File: src/pcd_top.sv
/*
  Peripheral clock disable: package of constants and the top module that
  holds the per-peripheral disable bits, times their effect by one
  instruction cycle and gates clocks and register access per peripheral.
  Assumes all control and peripheral signals are on mclk_i.
*/
package pcd_pkg;
  localparam int          PCD_NPERIPH   = 8;
  localparam logic [7:0]  PCD_PRESENT   = 8'hff;
  localparam int          PCD_CLK_NS    = 4;
  localparam int          PCD_ICYC_NS   = 8;
  localparam int          PCD_ICYC_CLKS =
    (PCD_ICYC_NS + PCD_CLK_NS - 1) / PCD_CLK_NS;
  localparam int          PCD_CNT_W     = 8;
  localparam logic [7:0]  PCD_WAIT_MAX  = 8'hff;

  typedef struct packed {
    logic clk_en;
    logic wr_en;
    logic rd_ok;
  } pcd_gate_s;
endpackage

`timescale 1ns/100ps
`default_nettype none

module pcd_top
  import pcd_pkg::*;
#(
  parameter int                 NPERIPH   = PCD_NPERIPH,
  parameter logic [NPERIPH-1:0] PRESENT   = PCD_PRESENT,
  parameter int                 ICYC_CLKS = PCD_ICYC_CLKS
)
(
  input  wire logic               mclk_i,
  input  wire logic               srst_i,
  input  wire logic               ctl_wr_i,
  input  wire logic [NPERIPH-1:0] ctl_wdata_i,
  input  wire logic [NPERIPH-1:0] periph_on_i,
  input  wire logic [NPERIPH-1:0] periph_wr_i,
  output logic      [NPERIPH-1:0] ctl_rdata_o,
  output logic                    pending_o,
  output pcd_gate_s [NPERIPH-1:0] gate_o
);

  // Counter is PCD_CNT_W bits wide, so the delay must fit in it
  if (NPERIPH < 1 || ICYC_CLKS < 1 || ICYC_CLKS > 255)
  begin : g_bad_param
    $error("pcd_top: unsupported NPERIPH or ICYC_CLKS");
  end

  localparam logic [PCD_CNT_W-1:0] CNT_LOAD =
    PCD_CNT_W'(ICYC_CLKS - 1);

  logic [NPERIPH-1:0]   dis_reg;
  logic [PCD_CNT_W-1:0] cnt_reg;
  logic                 pend_reg;
  wire  logic           apply_w;
  wire  logic [NPERIPH-1:0] clk_en_v;
  wire  logic [NPERIPH-1:0] wr_v;
  wire  logic [NPERIPH-1:0] rd_ok_v;

  // One instruction cycle elapses between the write and its effect
  assign apply_w = pend_reg & (cnt_reg == '0);

  always_ff @(posedge mclk_i)
  begin
    if (srst_i)
    begin
      dis_reg  <= '0;
      cnt_reg  <= '0;
      pend_reg <= 1'b0;
    end
    else if (ctl_wr_i)
    begin
      // Absent bits stay clear so software sees nothing there
      dis_reg  <= ctl_wdata_i & PRESENT;
      cnt_reg  <= CNT_LOAD;
      pend_reg <= 1'b1;
    end
    else if (pend_reg)
    begin
      if (cnt_reg == '0)
        pend_reg <= 1'b0;
      else
        cnt_reg <= cnt_reg - 1'b1;
    end
  end

  assign ctl_rdata_o = dis_reg;
  assign pending_o   = pend_reg;

  genvar gi;
  generate
    for (gi = 0; gi < NPERIPH; gi++)
    begin : g_gate
      pcd_gate #(
        .PRESENT (PRESENT[gi])
      ) u_gate (
        .mclk_i  (mclk_i),
        .srst_i  (srst_i),
        .apply_i (apply_w),
        .dis_i   (dis_reg[gi]),
        .on_i    (periph_on_i[gi]),
        .wr_i    (periph_wr_i[gi]),
        .gate_o  (gate_o[gi])
      );
      assign clk_en_v[gi] = gate_o[gi].clk_en;
      assign wr_v[gi]     = gate_o[gi].wr_en;
      assign rd_ok_v[gi]  = gate_o[gi].rd_ok;
    end
  endgenerate
endmodule

`default_nettype wire

File: src/pcd_gate.sv
/*
  Peripheral clock disable: one gate cell per peripheral. It holds the
  enable state of one module and registers its clock enable, the write
  strobe into its registers and the read-valid flag.
  Assumes apply_i is a one-cycle pulse on mclk_i and that the peripheral
  and its register port run on mclk_i.
*/
`timescale 1ns/100ps
`default_nettype none

module pcd_gate
  import pcd_pkg::*;
#(
  parameter logic PRESENT = 1'b1
)
(
  input  wire logic mclk_i,
  input  wire logic srst_i,
  input  wire logic apply_i,
  input  wire logic dis_i,
  input  wire logic on_i,
  input  wire logic wr_i,
  output pcd_gate_s gate_o
);

  logic en_reg;
  logic run_reg;
  logic wr_reg;
  logic rd_ok_reg;
  wire  logic en_next;

  // Absent module never enables, whatever the disable bit says
  assign en_next = apply_i ? (~dis_i & PRESENT) : en_reg;

  always_ff @(posedge mclk_i)
  begin
    if (srst_i)
    begin
      en_reg    <= PRESENT;
      run_reg   <= 1'b0;
      wr_reg    <= 1'b0;
      rd_ok_reg <= PRESENT;
    end
    else
    begin
      en_reg    <= en_next;
      // Enable is a flop, so the gated clock can never see a runt pulse
      run_reg   <= en_next & on_i;
      wr_reg    <= en_reg & wr_i;
      rd_ok_reg <= en_next;
    end
  end

  assign gate_o.clk_en = run_reg;
  assign gate_o.wr_en  = wr_reg;
  assign gate_o.rd_ok  = rd_ok_reg;

endmodule

`default_nettype wire

File: config.mk
export PLATFORM = sky130hd
export DESIGN_NAME = pcd_top
export DESIGN_NICKNAME = d
export VERILOG_FILES = /design/src/pcd_top.sv /design/src/pcd_gate.sv
export SDC_FILE = /design/constraint.sdc
export NUM_CORES = 1
export LEC_CHECK = 0
export BUFFER_PORTS_ARGS = -buffer_cell sky130_fd_sc_hd__buf_2
export CAP_MARGIN = 20
export CORE_AREA = 2 2 68 70
export CTS_BUF_LIST = sky130_fd_sc_hd__clkbuf_8
export DETAILED_ROUTE_END_ITERATION = 7
export DIE_AREA = 0 0 70 72
export MAX_ROUTING_LAYER = met4
export PLACE_DENSITY = 0.68
export SLEW_MARGIN = 20
export SYNTH_ARGS = -nofsm -noshare
export SYNTH_HDL_FRONTEND = slang
export SYNTH_HIERARCHICAL = 1
export SYNTH_SLANG_ARGS = --single-unit
File: constraint.sdc
create_clock -name mclk_i -period 2.1 [get_ports mclk_i]
set_clock_uncertainty 0.1 [all_clocks]
set_input_delay 0.105 -clock mclk_i [delete_from_list [all_inputs] [get_ports mclk_i]]
set_output_delay 0.105 -clock mclk_i [all_outputs]
set_load 0.1 [all_outputs]
======== Word-level counts from Yosys, hierarchy flattened ========
Cells that the tools add are included.
word-level totals
  register bits after elaboration ......... 41
  input bits .............................. 27
  output and inout bits ................... 33
  logic and storage cells ................. 75
cells by class
  add/sub/neg operators ................... 1
  eq/ne operators ......................... 1
  muxes and demuxes ....................... 14
  bitwise gates (word level) .............. 26
  reductions and logical operators ........ 5
operator list
  cell                                                                count
  1-bit AND                                                           17
  1-bit two-way mux                                                   14
  1-bit NOT                                                           9
  8-bit zero test                                                     1
  8-bit by 1-bit subtractor with 8-bit output, second input constant  1
  2-bit AND reduction                                                 2
  2-bit inequality test, second input constant                        1
  2-bit nonzero test                                                  1
  2-bit OR reduction                                                  1

======== Depth between registers and ports, before layout ========
  word-level depth ........................ 4
  mapped depth ............................ 6

======== Cells and area by module ========
Netlist, hierarchy kept.
modules (own cells, without submodules)
  module    times used  cells each  area each (sq um)  seq. area each (sq um)
  pcd_gate  8           13          125.1              60.1
  pcd_top   1           82          784.5              340.3

======== Worst setup path before layout ========
OpenSTA, ideal clock, no wires.
  kind .................................... reg-to-reg
  start ................................... register pend_reg, in the netlist pending_o
  end ..................................... register cnt_reg[6]
  arrival time ............................ 2.027 ns
  required time ........................... 1.930 ns
  slack ................................... -0.097 ns
  cell stages (with the launch flop) ...... 4
  buffers on the path ..................... 0
  period minus slack after synthesis ...... 2.197 ns
  path through ............................ dfxtp_1 > nand4bb_2 > or4b_2 > a21oi_1
on the way
  longest elaborated chain between the ends .. 1
ends and longest elaborated chain
  element                        RTL line       text
  from (decl)                    pcd_top.sv:57  logic pend_reg;
  from (signal assigned)         pcd_top.sv:72  pend_reg <= 1'b0;
  from (signal assigned)         pcd_top.sv:79  pend_reg <= 1'b1;
  from (signal assigned)         pcd_top.sv:84  pend_reg <= 1'b0;
  2-bit AND reduction (no line)  n/a
  to (signal assigned)           pcd_top.sv:86  cnt_reg <= cnt_reg - 1'b1;
  to (decl)                      pcd_top.sv:56  logic [PCD_CNT_W-1:0] cnt_reg;
Every way passes these cells.
A chain may end at the register's enable or synchronous reset.

======== Final worst setup path ========
  start ................................... register cnt_reg[0]
  end ..................................... register g_gate[2].u_gate.rd_ok_reg
on the way
  longest elaborated chain between the ends .. 3
ends and longest elaborated chain
  element               RTL line        text
  8-bit zero test       pcd_top.sv:64   assign apply_w = pend_reg & (cnt_reg == '0);
  1-bit AND             pcd_top.sv:64
  via apply_w           pcd_top.sv:58   wire logic apply_w;
  1-bit two-way mux     pcd_gate.sv:33  assign en_next = apply_i ? (~dis_i & PRESENT) : en_reg;
  to (signal assigned)  pcd_gate.sv:50  rd_ok_reg <= en_next;
  to (decl)             pcd_gate.sv:29  logic rd_ok_reg;
The timed path passes the listed nets, and every way through them passes these cells.

==> qor.csv <==
metric;value;unit
worst-path fanout max;8;
Syn Area/Cell;9.60;µm²
unrepaired setup endpoints after global routing;no;
async set-reset flop share out of synthesis;0;
GRT Resource Usage Total;0.148;
fill count;394;
max cap viols;0;
critical path's top delay family;simple AND/OR/NAND/NOR gates;
Initial Util;0.419;
Period Utilization, post-route;0.894;
clk buf depth;2;
worst r2r src;cnt_reg[0];
DP HPWL;2310;µm
Resized Gates After CTS;0;
most common flop cell mapped by yosys;dfxtp_1;
GR Overflow Total;0;
Final Hold Viols;0;
HP Start;srst_i;
total power;2.04;mW
critical path's largest stage delay;0.35;ns
via count;1437;
synth top area cells;dfxtp_1, buf_4, nand2b_1, mux2i_1, a21oi_2;
ANT cells;0;
total CTS buffers;5;
IO buf count;59;
final setup fails;0;
Mapped Area;1790;µm²
TNS Setup;0;ns
Worst Setup SP;cnt_reg[0];
layout cells sized above 1;0.333;
outcome;finished clean;
Cell Chain, Critical Path;inv_1 > ha_1 > nor4b_1 > and3_1 > buf_4 > nand2b_1 > nand3b_1;
first-pass GRT wire length;5820;µm
First DRT Iteration DRCs;36;
worst skew pair latency;0.28;ns
Die X;70;µm
Slew Viols, Final;0;
count leader, synth;dfxtp_1;
initial antenna violation count;0;
Crit Path Category;flip-flop to flip-flop;
static leakage;1.07;nW
Worst EP arrival;1.95;ns
synthesis-stage register bit count;41;
Buffers & Inverters on Critical Path;2;
DRC Markers;0;
vias per cell;4.73;
worst slew pin tran;0.549;ns
ANT nets after route;0;
Area growth, synth to finish;28.8;%
largest net degree at the start of global routing;37;
PD cells;886;nW/µm²
sequential cell area;822;µm²
Seq/Total Area, Yosys;0.460;
Commonest cells post-synth;dfxtp_1, buf_4, nand2b_1;
routability cong.;0.856;
synth unique cells;33;
post-route worst setup slack;0.223;ns
Cells after Synth;186;
crit start category;flip-flop;
Hold Crit Class;input port to flip-flop;
Post-synth EDFFs;0;
Post-Syn Nets;215;
clock slew at reported path FFs;0.07;ns
root buffer cell;clkbuf_8;
Peak Freq;533;MHz
first-pass detailed-route iteration total;4;
Die ar.;5040;µm²
CP endpoint kind;flip-flop;
total wire length;3570;µm
slowest CP cell;dfxtp_1;
Synth top area share;0.460;
die height;72;µm
H-tree depth;2;
synth warn;6;
min Tclk post-route;1.88;ns
slew margin rel.;0.631;
Synth area leader;dfxtp_1;
Worst VDD drop;0.000421;V
fin nets;282;
WL/cell;11.8;µm
pre-CTS setup slack;0.221;ns
TritonCTS clock tree;yes;
WP data required;2.17;ns
area of the multi-input gates;762;µm²
Clock Sinks;41;
IO Pins;60;
# rows;24;
Placeable Area;4260;µm²
vias in the first global route;1405;
==> through the flow <==
stage / utilization / hold WS [ns] / instances / area [µm²]
finish: 0.539 / 0.0683 / 304 / 2300
global route: 0.539 / 0.0673 / 304 / 2300
CTS: 0.539 / 0.0638 / 304 / 2300
detailed placement: 0.466 / 0.224 / 274 / 1990
global placement: 0.466 / 0.217 / 274 / 1990
floorplan: - / 0.0765 / 186 / 1790
==> what timing repair did <==
item,in CTS,in global routing
endpoints found under the setup margin,0,0
hold endpoints to repair,24,0
buffers inserted,0,0
hold buffers,24,0
==> area by class of cell <==
cell class	instances	area share
timing repair buffer	87	0.246
sequential	41	0.357
tap	52	0.0283
clock inverter	1	0.00218
clock buffer	5	0.0299
inverter	3	0.00490
multi-input combinational	115	0.331
==> worst reg2reg max path, delay by kind of cell, from the launching register on <==
| kind | cells | cell delay [ns] |
|---|---|---|
| buffers and inverters | 2 | 0.27 |
| adder cells (fa/ha/maj) | 1 | 0.20 |
| flip-flops | 1 | 0.35 |
| AND/OR/NAND/NOR | 4 | 0.86 |
==> power by group <==
| group | total, mW | internal (mW) | switching, mW |
|---|---|---|---|
| combinational | 0.707 | 0.179 | 0.529 |
| sequential | 0.873 | 0.838 | 0.0356 |
| clock | 0.456 | 0.218 | 0.238 |
| total | 2.04 | 1.23 | 0.802 |
==> worst paths after layout <==
path,end,slack [ns],cells after the start
setup reg to reg,g_gate[2].u_gate/rd_ok_reg,0.22,7
hold reg to reg,g_gate[4].u_gate/wr_reg,0.36,2
setup / recovery,g_gate[2].u_gate/rd_ok_reg,0.22,7
hold / removal,cnt_reg[1],0.07,3
==> placed cells by master (no fill, tap or decap), drive strengths merged <==
cell | synthesis | layout
buf | 25 | 63
dfxtp | 41 | 41
nand2b | 24 | 24
dlygate4sd3 | 0 | 24
nor2 | 18 | 18
nand2 | 13 | 13
a21oi | 13 | 13
mux2i | 10 | 10
nand3b | 8 | 8
clkbuf | 2 | 5
or3 | 4 | 4
inv | 3 | 3
nor4 | 3 | 3
nor3 | 2 | 2
o21ai | 2 | 2
a211oi | 2 | 2
ha | 2 | 2
or4b | 2 | 2
a211o | 2 | 2
nor4b | 1 | 1
and3 | 1 | 1
nand4bb | 1 | 1
nor2b | 1 | 1
o31ai | 1 | 1
or2 | 1 | 1
or3b | 1 | 1
o2111a | 1 | 1
a2111o | 1 | 1
o211a | 1 | 1
clkinv | 0 | 1
==> logic make-up (layout without fill, tap and decap cells) <==
kind of cell	after synthesis	in the layout	synth area share
and+or+nand+nor	80	80	0.256
DFF	41	41	0.460
buffers and inverters	30	96	0.114
AOI/OAI and AO/OA	23	23	0.100
muxes	10	10	0.0561
adders and majority gates	2	2	0.0140
==> metal layers <==
metal,global-route usage,routed length [µm]
met1,0.151,1490
met2,0.273,1850
met3,0.0431,199
met4,0.0534,33
met5,-,0
(Power assumes the default switching activity.)
